## src/logic/csq_pkg.sv

```systemverilog
`default_nettype none
package csq_pkg;

    // Output vector bit positions
    localparam int OUT_S1A = 0;
    localparam int OUT_S1B = 1;
    localparam int OUT_S2A = 2;
    localparam int OUT_S2B = 3;
    localparam int OUT_S3A = 4;
    localparam int OUT_S3B = 5;
    localparam int OUT_PHA = 6;
    localparam int OUT_PHB = 7;
    localparam int OUT_W = 8;
    localparam logic [OUT_W-1:0] OUT_RESET = 8'h00;

    // Wait hold states are the A-phase halves of the wait loops
    typedef enum logic [19:0] {
        power_on_state = 20'h00000,
        phase_a_state = 20'h00001,
        phase_b_state = 20'h00002,
        stage1_first_half_state = 20'h00004,
        stage1_late_state = 20'h00008,
        stages_one_two_early_state = 20'h00010,
        stages_one_two_late_state = 20'h00020,
        all_stages_early_state = 20'h00040,
        all_stages_late_state = 20'h00080,
        pipelined_wait_state = 20'h00100,
        stages_two_three_late_state = 20'h00200,
        stage_three_early_state = 20'h00400,
        nonpipe_stage1_first_state = 20'h00800,
        nonpipe_stage1_late_state = 20'h01000,
        nonpipe_stage_two_early_state = 20'h02000,
        nonpipe_stage_two_late_state = 20'h04000,
        nonpipe_stage_three_early_state = 20'h08000,
        nonpipe_stage_three_late_state = 20'h10000,
        nonpipe_wait_state = 20'h20000,
        pipelined_wait_hold_state = 20'h40000,
        nonpipe_wait_hold_state = 20'h80000
    } csq_state_t;

endpackage
`default_nettype wire

```

## src/logic/csq_sequencer.sv

```systemverilog
`timescale 1ns/1ns
`default_nettype none
module csq_sequencer (
    input wire logic mclk,
    input wire logic rst_n,
    input wire logic run_request,
    input wire logic pipeline_bypass_select,
    input wire logic external_interrupt_request,
    input wire logic interrupt_qualify,
    input wire logic wait_request,
    input wire logic wait_qualify,
    output logic stage1_first_half_clock,
    output logic stage1_second_half_clock,
    output logic stage2_first_half_clock,
    output logic stage2_second_half_clock,
    output logic stage3_first_half_clock,
    output logic stage3_second_half_clock,
    output logic phase_a_clock,
    output logic phase_b_clock
);

    csq_pkg::csq_state_t state;
    csq_pkg::csq_state_t next_state;
    logic [csq_pkg::OUT_W-1:0] clk_out;
    logic [csq_pkg::OUT_W-1:0] next_clk_out;
    logic int_hit;
    logic wait_hit;

    // Moore decode: clocks depend on the state alone
    function automatic logic [csq_pkg::OUT_W-1:0] csq_decode(input csq_pkg::csq_state_t s);
        logic [csq_pkg::OUT_W-1:0] o;
        o = csq_pkg::OUT_RESET;
        case (s)
            csq_pkg::phase_a_state,
            csq_pkg::pipelined_wait_hold_state,
            csq_pkg::nonpipe_wait_hold_state: o[csq_pkg::OUT_PHA] = 1'b1;
            csq_pkg::phase_b_state,
            csq_pkg::pipelined_wait_state,
            csq_pkg::nonpipe_wait_state: o[csq_pkg::OUT_PHB] = 1'b1;
            csq_pkg::stage1_first_half_state,
            csq_pkg::nonpipe_stage1_first_state: begin
                o[csq_pkg::OUT_S1A] = 1'b1;
                o[csq_pkg::OUT_PHA] = 1'b1;
            end
            csq_pkg::stage1_late_state,
            csq_pkg::nonpipe_stage1_late_state: begin
                o[csq_pkg::OUT_S1B] = 1'b1;
                o[csq_pkg::OUT_PHB] = 1'b1;
            end
            csq_pkg::stages_one_two_early_state: begin
                o[csq_pkg::OUT_S1A] = 1'b1;
                o[csq_pkg::OUT_S2A] = 1'b1;
                o[csq_pkg::OUT_PHA] = 1'b1;
            end
            csq_pkg::stages_one_two_late_state: begin
                o[csq_pkg::OUT_S1B] = 1'b1;
                o[csq_pkg::OUT_S2B] = 1'b1;
                o[csq_pkg::OUT_PHB] = 1'b1;
            end
            csq_pkg::all_stages_early_state: begin
                o[csq_pkg::OUT_S1A] = 1'b1;
                o[csq_pkg::OUT_S2A] = 1'b1;
                o[csq_pkg::OUT_S3A] = 1'b1;
                o[csq_pkg::OUT_PHA] = 1'b1;
            end
            csq_pkg::all_stages_late_state: begin
                o[csq_pkg::OUT_S1B] = 1'b1;
                o[csq_pkg::OUT_S2B] = 1'b1;
                o[csq_pkg::OUT_S3B] = 1'b1;
                o[csq_pkg::OUT_PHB] = 1'b1;
            end
            csq_pkg::stages_two_three_late_state: begin
                o[csq_pkg::OUT_S2B] = 1'b1;
                o[csq_pkg::OUT_S3B] = 1'b1;
                o[csq_pkg::OUT_PHB] = 1'b1;
            end
            csq_pkg::stage_three_early_state,
            csq_pkg::nonpipe_stage_three_early_state: begin
                o[csq_pkg::OUT_S3A] = 1'b1;
                o[csq_pkg::OUT_PHA] = 1'b1;
            end
            csq_pkg::nonpipe_stage_two_early_state: begin
                o[csq_pkg::OUT_S2A] = 1'b1;
                o[csq_pkg::OUT_PHA] = 1'b1;
            end
            csq_pkg::nonpipe_stage_two_late_state: begin
                o[csq_pkg::OUT_S2B] = 1'b1;
                o[csq_pkg::OUT_PHB] = 1'b1;
            end
            csq_pkg::nonpipe_stage_three_late_state: begin
                o[csq_pkg::OUT_S3B] = 1'b1;
                o[csq_pkg::OUT_PHB] = 1'b1;
            end
            default: o = csq_pkg::OUT_RESET;
        endcase
        return o;
    endfunction

    assign int_hit = external_interrupt_request & interrupt_qualify;
    assign wait_hit = wait_request & wait_qualify;

    // Every branch below closes with a default, so no input mix leaves a state undecided
    always_comb begin
        next_state = csq_pkg::power_on_state;
        case (state)
            csq_pkg::power_on_state: next_state = csq_pkg::phase_a_state;
            csq_pkg::phase_a_state: next_state = csq_pkg::phase_b_state;
            csq_pkg::phase_b_state: begin
                // Mode is sampled with run; controller must have settled it already
                if (!run_request) begin
                    next_state = csq_pkg::phase_a_state;
                end else if (pipeline_bypass_select) begin
                    next_state = csq_pkg::nonpipe_stage1_first_state;
                end else begin
                    next_state = csq_pkg::stage1_first_half_state;
                end
            end
            csq_pkg::stage1_first_half_state: next_state = csq_pkg::stage1_late_state;
            csq_pkg::stage1_late_state: next_state = csq_pkg::stages_one_two_early_state;
            csq_pkg::stages_one_two_early_state: next_state = csq_pkg::stages_one_two_late_state;
            csq_pkg::stages_one_two_late_state: begin
                if (int_hit) begin
                    next_state = csq_pkg::stage1_first_half_state;
                end else begin
                    next_state = csq_pkg::all_stages_early_state;
                end
            end
            csq_pkg::all_stages_early_state: begin
                if (wait_hit) begin
                    next_state = csq_pkg::pipelined_wait_state;
                end else if (!run_request) begin
                    next_state = csq_pkg::stages_two_three_late_state;
                end else begin
                    next_state = csq_pkg::all_stages_late_state;
                end
            end
            csq_pkg::all_stages_late_state: begin
                // Only two exits; the interrupt pair alone decides
                if (int_hit) begin
                    next_state = csq_pkg::stage1_first_half_state;
                end else begin
                    next_state = csq_pkg::all_stages_early_state;
                end
            end
            // Wait loops through an A-phase twin so the phase clocks keep toggling;
            // release is seen only in the B half, so exit may lag by one cycle
            csq_pkg::pipelined_wait_state: begin
                if (wait_request) begin
                    next_state = csq_pkg::pipelined_wait_hold_state;
                end else begin
                    next_state = csq_pkg::all_stages_early_state;
                end
            end
            csq_pkg::pipelined_wait_hold_state: next_state = csq_pkg::pipelined_wait_state;
            csq_pkg::stages_two_three_late_state: next_state = csq_pkg::stage_three_early_state;
            csq_pkg::stage_three_early_state: next_state = csq_pkg::phase_b_state;
            csq_pkg::nonpipe_stage1_first_state: next_state = csq_pkg::nonpipe_stage1_late_state;
            csq_pkg::nonpipe_stage1_late_state: next_state = csq_pkg::nonpipe_stage_two_early_state;
            csq_pkg::nonpipe_stage_two_early_state: next_state = csq_pkg::nonpipe_stage_two_late_state;
            csq_pkg::nonpipe_stage_two_late_state: begin
                if (int_hit) begin
                    next_state = csq_pkg::nonpipe_stage1_first_state;
                end else begin
                    next_state = csq_pkg::nonpipe_stage_three_early_state;
                end
            end
            // Wait is entered from an A-phase state so the B-phase wait state keeps the alternation
            csq_pkg::nonpipe_stage_three_early_state: begin
                if (wait_hit) begin
                    next_state = csq_pkg::nonpipe_wait_state;
                end else begin
                    next_state = csq_pkg::nonpipe_stage_three_late_state;
                end
            end
            csq_pkg::nonpipe_stage_three_late_state: begin
                if (run_request) begin
                    next_state = csq_pkg::nonpipe_stage1_first_state;
                end else begin
                    next_state = csq_pkg::phase_a_state;
                end
            end
            csq_pkg::nonpipe_wait_state: begin
                if (wait_request) begin
                    next_state = csq_pkg::nonpipe_wait_hold_state;
                end else if (run_request) begin
                    next_state = csq_pkg::nonpipe_stage1_first_state;
                end else begin
                    next_state = csq_pkg::phase_a_state;
                end
            end
            csq_pkg::nonpipe_wait_hold_state: next_state = csq_pkg::nonpipe_wait_state;
            // Illegal codes fall back to power-on rather than lock up
            default: next_state = csq_pkg::power_on_state;
        endcase
    end

    assign next_clk_out = csq_decode(next_state);

    always_ff @(posedge mclk) begin
        if (!rst_n) begin
            state <= csq_pkg::power_on_state;
        end else begin
            state <= next_state;
        end
    end

    // Outputs registered from the next-state decode, so they line up with state and never glitch
    always_ff @(posedge mclk) begin
        if (!rst_n) begin
            clk_out <= csq_pkg::OUT_RESET;
        end else begin
            clk_out <= next_clk_out;
        end
    end

    assign stage1_first_half_clock = clk_out[csq_pkg::OUT_S1A];
    assign stage1_second_half_clock = clk_out[csq_pkg::OUT_S1B];
    assign stage2_first_half_clock = clk_out[csq_pkg::OUT_S2A];
    assign stage2_second_half_clock = clk_out[csq_pkg::OUT_S2B];
    assign stage3_first_half_clock = clk_out[csq_pkg::OUT_S3A];
    assign stage3_second_half_clock = clk_out[csq_pkg::OUT_S3B];
    assign phase_a_clock = clk_out[csq_pkg::OUT_PHA];
    assign phase_b_clock = clk_out[csq_pkg::OUT_PHB];

endmodule
`default_nettype wire

```

## config.mk

```make
export PLATFORM = sky130hd
export DESIGN_NAME = csq_sequencer
export DESIGN_NICKNAME = d
export VERILOG_FILES = /design/src/logic/csq_pkg.sv /design/src/logic/csq_sequencer.sv
export SDC_FILE = /design/constraint.sdc
export NUM_CORES = 1
export LEC_CHECK = 0
export CAP_MARGIN = 20
export CORE_MARGIN = 2
export CORE_UTILIZATION = 23
export CTS_CLUSTER_SIZE = 20
export DETAILED_ROUTE_END_ITERATION = 8
export DONT_BUFFER_PORTS = 1
export PLACE_DENSITY_LB_ADDON = 0.25
export SETUP_SLACK_MARGIN = 0.4
export SYNTH_ARGS = -nofsm -noshare
export SYNTH_HDL_FRONTEND = slang
export SYNTH_SLANG_ARGS = --single-unit
```

## constraint.sdc

```tcl
create_clock -name mclk -period 2.56 [get_ports mclk]
set_input_delay 0.512 -clock mclk [delete_from_list [all_inputs] [get_ports mclk]]
set_output_delay 0.512 -clock mclk [all_outputs]
set_load 0.05 [all_outputs]
```

# == Word level (Yosys, flattened, before mapping) ==
# Index checks and enable logic that the tools add are counted.
# totals
ff_bits,28
wordCells,74
out_inout_bits,8
inputBits,8
# op_classes
n_bitwise,2
n_reduce_logical,11
eq_ne,40
muxes,19
# ops
cell,count
one-hot mux 20 bit (19 select lines),1
"equality test 20 x 1 -> 1 bit, second input constant",2
"equality test 20 x 10 -> 1 bit, second input constant",2
"equality test 20 x 11 -> 1 bit, second input constant",2
"equality test 20 x 12 -> 1 bit, second input constant",2
"equality test 20 x 13 -> 1 bit, second input constant",2
"equality test 20 x 14 -> 1 bit, second input constant",2
"equality test 20 x 15 -> 1 bit, second input constant",2
"equality test 20 x 16 -> 1 bit, second input constant",2
"equality test 20 x 17 -> 1 bit, second input constant",2
"equality test 20 x 18 -> 1 bit, second input constant",2
"equality test 20 x 19 -> 1 bit, second input constant",2
"equality test 20 x 2 -> 1 bit, second input constant",2
"equality test 20 bit, second input constant",2
"equality test 20 x 3 -> 1 bit, second input constant",2
"equality test 20 x 4 -> 1 bit, second input constant",2
"equality test 20 x 5 -> 1 bit, second input constant",2
"equality test 20 x 6 -> 1 bit, second input constant",2
"equality test 20 x 7 -> 1 bit, second input constant",2
"equality test 20 x 8 -> 1 bit, second input constant",2
"equality test 20 x 9 -> 1 bit, second input constant",2
2-to-1 mux 12 bit,3
logical NOT 20 bit,1
2-to-1 mux 10 bit,2
11 further kinds,25

# == Logic depth before layout (Yosys ltp) ==
# logic_depth
word_depth,6
ltp_mapped,7
ltp_nobuf,6

# == Worst setup path after synthesis ==
# OpenSTA, ideal clock, no wires.
# synth_timing
path_type,reg2reg
start,register state[5]
end,register clk_out[1] in the netlist's numbering
setup_time_ps,59
n_path_buf,1
synth_period_minus_slack_ps,1837
slack_ps,723
t_required_ps,2501
path_stages_with_launch,7
t_arrival_ps,1777
cell_sequence,dfxtp_1 or4_1 buf_2 or3_4 nor3_4 and3b_1 o31a_1
# synth_between
elab_chain_cells,6
word_cells_on_any_way,30
cone_classes,eq/ne (24); mux (2); reduce/logical (4)
# synth_rtl
element,line,source
"start, declared",csq_sequencer.sv:22,csq_pkg::csq_state_t state;
"start signal, assigned",csq_sequencer.sv:201,state <= csq_pkg::power_on_state;
"start signal, assigned",csq_sequencer.sv:203,state <= next_state;
"equality test 20 x 11 -> 1 bit, or another cell as far along",csq_sequencer.sv:105,case (state)
OR reduction 2 bit (no source line),-,
one-hot mux 20 bit (19 select lines) (*),csq_sequencer.sv:105,
"equality test 20 x 8 -> 1 bit, or another cell as far along",csq_sequencer.sv:33,case (s)
OR reduction 4 bit (no source line) (*),-,
2-to-1 mux 1 bit (*),csq_sequencer.sv:33,
"end signal, assigned",csq_sequencer.sv:210,clk_out <= csq_pkg::OUT_RESET;
"end signal, assigned",csq_sequencer.sv:212,clk_out <= next_clk_out;
"end, declared",csq_sequencer.sv:24,logic [csq_pkg::OUT_W-1:0] clk_out;
# Every way passes the cells marked *; elsewhere a longest branch is shown, timed or not.
# A chain may end at the register's enable or synchronous reset.

# == Worst setup path after layout ==
# layout_timing
start,register state[5]
end,register clk_out[2] in the netlist's numbering
# layout_between
elab_chain_cells,6
word_cells_on_any_way,29
cone_classes,eq/ne (23); mux (2); reduce/logical (4)
# layout_rtl
element,line
"equality test 20 x 11 -> 1 bit, or another cell as far along",csq_sequencer.sv:105
OR reduction 2 bit (no source line),-
one-hot mux 20 bit (19 select lines) (*),csq_sequencer.sv:105
"equality test 20 x 14 -> 1 bit, or another cell as far along",csq_sequencer.sv:33
OR reduction 3 bit (no source line) (*),-
2-to-1 mux 1 bit (*),csq_sequencer.sv:33
# Marked as above.

==> impl_metrics.xml <==
<?xml version="1.0" encoding="UTF-8"?>
<metrics>
  <group name="cts">
    <metric name="worst_skew_pair.late_latency" unit="ps">280</metric>
    <metric name="ctsRootBufferMaster" unit="">sky130_fd_sc_hd__clkbuf_8</metric>
    <metric name="clock_path_buffers" unit="">2</metric>
    <metric name="reg_clk_slew_reported_paths" unit="ps">110</metric>
    <metric name="cts_buffers" unit="">3</metric>
    <metric name="clkSinkCount" unit="">28</metric>
    <metric name="cts_tree" unit="">done</metric>
    <metric name="htree_levels" unit="">1</metric>
  </group>
  <group name="finish">
    <metric name="insertedDiodeCount" unit="">0</metric>
    <metric name="layout.cells.most_common" unit="">sky130_fd_sc_hd__dfxtp_1</metric>
    <metric name="most-common-layout-cells" unit="">28 x sky130_fd_sc_hd__dfxtp_1, 10 x sky130_fd_sc_hd__nand2_1, 10 x sky130_fd_sc_hd__nor2_1</metric>
    <metric name="flow.area_growth_from_synthesis" unit="%">17.5</metric>
    <metric name="final_nets" unit="">163</metric>
    <metric name="post-route-util" unit="%">27.5</metric>
    <metric name="fraction_of_final_layout_cells_with_drive_strength_greater_than_1" unit="%">15.6</metric>
    <metric name="filler_cell_count" unit="">605</metric>
    <metric name="register_area" unit="µm²">561</metric>
    <metric name="multi_input_area" unit="µm²">833</metric>
  </group>
  <group name="sta">
    <metric name="setup_violations" unit="">0</metric>
    <metric name="final_clock_skew" unit="ps">6.95</metric>
    <metric name="fin_tns_setup" unit="ps">0</metric>
    <metric name="final.period_utilization" unit="%">78.8</metric>
    <metric name="final.hold.worst_slack" unit="ps">295</metric>
    <metric name="slew-limit-headroom" unit="%">67.8</metric>
    <metric name="setup_repair_after_global_routing_missed_its_margin" unit="">false</metric>
    <metric name="final_period_minus_worst_setup_slack" unit="ps">2020</metric>
    <metric name="fmaxAchievable" unit="MHz">496</metric>
    <metric name="tightestPinTransition" unit="ps">483</metric>
    <metric name="timing_max_transition_violations_final" unit="">0</metric>
    <metric name="timing.final.hold_violations" unit="">0</metric>
  </group>
  <group name="job">
    <metric name="cap_viol_max_count" unit="">0</metric>
  </group>
  <group name="setup_path">
    <metric name="crit_path_start" unit="">state[5]$_SDFF_PN0_</metric>
    <metric name="cp-endpoint" unit="">clk_out[2]$_SDFF_PN0_</metric>
    <metric name="required_time_at_the_endpoint_of_the_critical_path" unit="ps">2790</metric>
    <metric name="crit_arrival" unit="ps">2250</metric>
    <metric name="critical_path.reg2reg.endpoint" unit="">clk_out[2]$_SDFF_PN0_</metric>
    <metric name="end_kind" unit="">flip-flop</metric>
    <metric name="worstSetupPathType" unit="">flip-flop to flip-flop</metric>
    <metric name="worstRegToRegCells" unit="">5</metric>
    <metric name="minimum_setup_slack_among_reg_to_reg_paths" unit="ps">540</metric>
    <metric name="worst_setup_path_start_kind" unit="">flip-flop</metric>
    <metric name="critical_path.reg2reg.startpoint" unit="">state[5]$_SDFF_PN0_</metric>
    <metric name="crit_fanout" unit="">8</metric>
  </group>
  <group name="power_and_ir_drop">
    <metric name="p_sw_share" unit="%">25.5</metric>
    <metric name="pwr-share-comb" unit="%">11.1</metric>
    <metric name="ir_worst_vdd" unit="µV">214</metric>
    <metric name="power.share.sequential" unit="%">50.3</metric>
    <metric name="p_switching" unit="µW">238</metric>
    <metric name="clock_power_share" unit="%">38.7</metric>
    <metric name="internal_power" unit="µW">696</metric>
    <metric name="cellPowerDensity" unit="nW/µm²">580</metric>
    <metric name="cellLeakagePower" unit="nW">0.625</metric>
  </group>
  <group name="drt">
    <metric name="drc" unit="">0</metric>
    <metric name="ant_nets" unit="">0</metric>
    <metric name="detailedRoute.firstIterationViolations" unit="">87</metric>
    <metric name="post_drt_wl_per_cell" unit="µm">15.1</metric>
    <metric name="detail_route.wirelength" unit="µm">3460</metric>
    <metric name="total_vias_in_the_final_route" unit="">1123</metric>
    <metric name="vias_per_cell" unit="">4.90</metric>
    <metric name="firstDrtPassIters" unit="">4</metric>
  </group>
  <group name="logic_synthesis">
    <metric name="ys_ff_latch" unit="">28</metric>
    <metric name="syn-mean-instance-area" unit="µm²">9.14</metric>
    <metric name="syn-cell-area" unit="µm²">1370</metric>
    <metric name="synth_ff_type" unit="">sky130_fd_sc_hd__dfxtp_1</metric>
    <metric name="synthesis.nets" unit="">158</metric>
    <metric name="ys_async_sr_fraction" unit="%">0</metric>
    <metric name="unique_cell_type_count_in_the_yosys_netlist" unit="">39</metric>
    <metric name="synthesis.yosys.warnings" unit="">0</metric>
    <metric name="synth-seq-area-share" unit="%">40.9</metric>
    <metric name="netlist_instances" unit="">150</metric>
    <metric name="synth_enable_flop_cells" unit="">0</metric>
  </group>
  <group name="grt">
    <metric name="grt_pass1_wl" unit="µm">5460</metric>
    <metric name="global_route.usage.total" unit="%">11.1</metric>
    <metric name="grt_max_degree" unit="">25</metric>
    <metric name="number_of_global_route_vias_before_repair" unit="">1042</metric>
    <metric name="overflow" unit="">0</metric>
    <metric name="antenna_found_initial" unit="">0</metric>
  </group>
  <group name="floorplanning">
    <metric name="die_w" unit="µm">81.2</metric>
    <metric name="row_count" unit="">28</metric>
    <metric name="die_area" unit="µm²">6600</metric>
    <metric name="initial_core_util" unit="%">23.4</metric>
    <metric name="core_footprint" unit="µm²">5850</metric>
    <metric name="chipHeight" unit="µm">81.2</metric>
    <metric name="floorplan.io_pins" unit="">16</metric>
  </group>
  <group name="worst_hold_path">
    <metric name="min_from" unit="">run_request</metric>
    <metric name="hold_class" unit="">primary input to flip-flop</metric>
  </group>
  <group name="placed_design">
    <metric name="io_buffer_count" unit="">0</metric>
    <metric name="detailed_place_hpwl" unit="µm">2530</metric>
    <metric name="globalplace.congestion" unit="">0.871</metric>
  </group>
  <group name="outcome">
    <metric name="outcome" unit="">complete, no violations</metric>
  </group>
</metrics>
-- what timing repair did --
action / 4_1_cts / 5_1_grt
endpoints found under the hold margin: 0 / 0
gates resized for setup: 0 / 10
setup endpoints to repair: 0 / 8
setup buffers: 0 / 3
hold buffers: 0 / 0
-- cells by family (layout without fill, tap and decap cells) --
group,Yosys count,in the layout,share of synthesized area [%]
compound gates,24,24,11.9
xor+xnor,3,3,1.92
buf+inv,11,15,3.10
flops,28,28,40.9
simple gates,84,84,42.2
-- power by group through the flow --
stage | Clock, mW | Sequential (mW) | Combinational (mW)
6_report | 0.361 | 0.470 | 0.104
5_1_grt | 0.384 | 0.471 | 0.114
4_1_cts | 0.370 | 0.469 | 0.0906
3_5_place_dp | 0 | 0.479 | 0.0901
3_3_place_gp | 0 | 0.479 | 0.0930
2_1_floorplan | 0 | 0.477 | 0.0762
-- layout make-up --
type	count	share of cell area [%]
Multi-Input combinational cell	111	51.7
Sequential cell	28	34.8
Tap cell	75	5.82
Clock buffer	3	2.56
Clock inverter	1	1.86
Inverter	8	1.86
Timing Repair Buffer	3	1.40
-- critical path, stage by stage, from the launching register on --
cell and delay (ps):
sky130_fd_sc_hd__dfxtp_1 390, sky130_fd_sc_hd__or4_4 630, sky130_fd_sc_hd__or3_4 400, sky130_fd_sc_hd__nor4_4 240, sky130_fd_sc_hd__a211o_1 170, sky130_fd_sc_hd__and2_1 120
-- flip-flops by register name, indices dropped and copies added (netlist names) --
register  flops
clk_out       8
state        20
-- worst min-delay path by stage --
| stage | end | slack, ps | depth (start not counted) |
|---|---|---|---|
| after floorplan | state[18]$_SDFF_PN0_ | 500 | 2 |
| after global placement | state[18]$_SDFF_PN0_ | 550 | 2 |
| after detailed placement | state[1]$_SDFF_PN0_ | 550 | 2 |
| after CTS | state[9]$_SDFF_PN0_ | 290 | 1 |
| after global routing | state[9]$_SDFF_PN0_ | 290 | 1 |
| final | state[9]$_SDFF_PN0_ | 290 | 1 |
-- per-layer routing --
layer	share of wire [%]	vias up	track usage, %
met5	0	-	0
met4	1.1	0	2.54
met3	6.0	4	4.00
met2	44	30	16.7
met1	49	528	15.2
li1	-	561	-
-- synth_stat cells, drive strengths merged (2+ instances only) --
| cell type | number | area share (%) |
|---|---|---|
| and3 | 4 | 1.8 |
| and2 | 8 | 3.6 |
| o21ai | 4 | 1.5 |
| nor3b | 2 | 1.1 |
| or3 | 2 | 1.3 |
| nand3 | 4 | 1.5 |
| xor2 | 2 | 1.3 |
| a21oi | 6 | 2.2 |
| nor4b | 2 | 2.2 |
| nor2b | 6 | 2.7 |
| nor2 | 10 | 2.7 |
| dfxtp | 28 | 41 |
| nand4 | 7 | 3.2 |
| and3b | 2 | 1.3 |
| a21boi | 3 | 1.6 |
| or4 | 2 | 1.1 |
| nor4 | 12 | 11 |
| nor3 | 8 | 3.7 |
| o31a | 4 | 2.6 |
| clkbuf | 2 | 0.55 |
| nand2 | 11 | 3.0 |
| nand3b | 3 | 1.6 |
| inv | 8 | 2.2 |
-- stage by stage --
stage	worst slack, ps	std cells	power (mW)	instance area, µm²
after global routing	393	229	0.969	1610
after global placement	424	222	0.572	1450
after CTS	440	226	0.930	1520
after detailed placement	469	222	0.569	1450
after floorplan	723	150	0.553	1370
final	542	229	0.935	1610
Power figures use the tool's default switching activity.
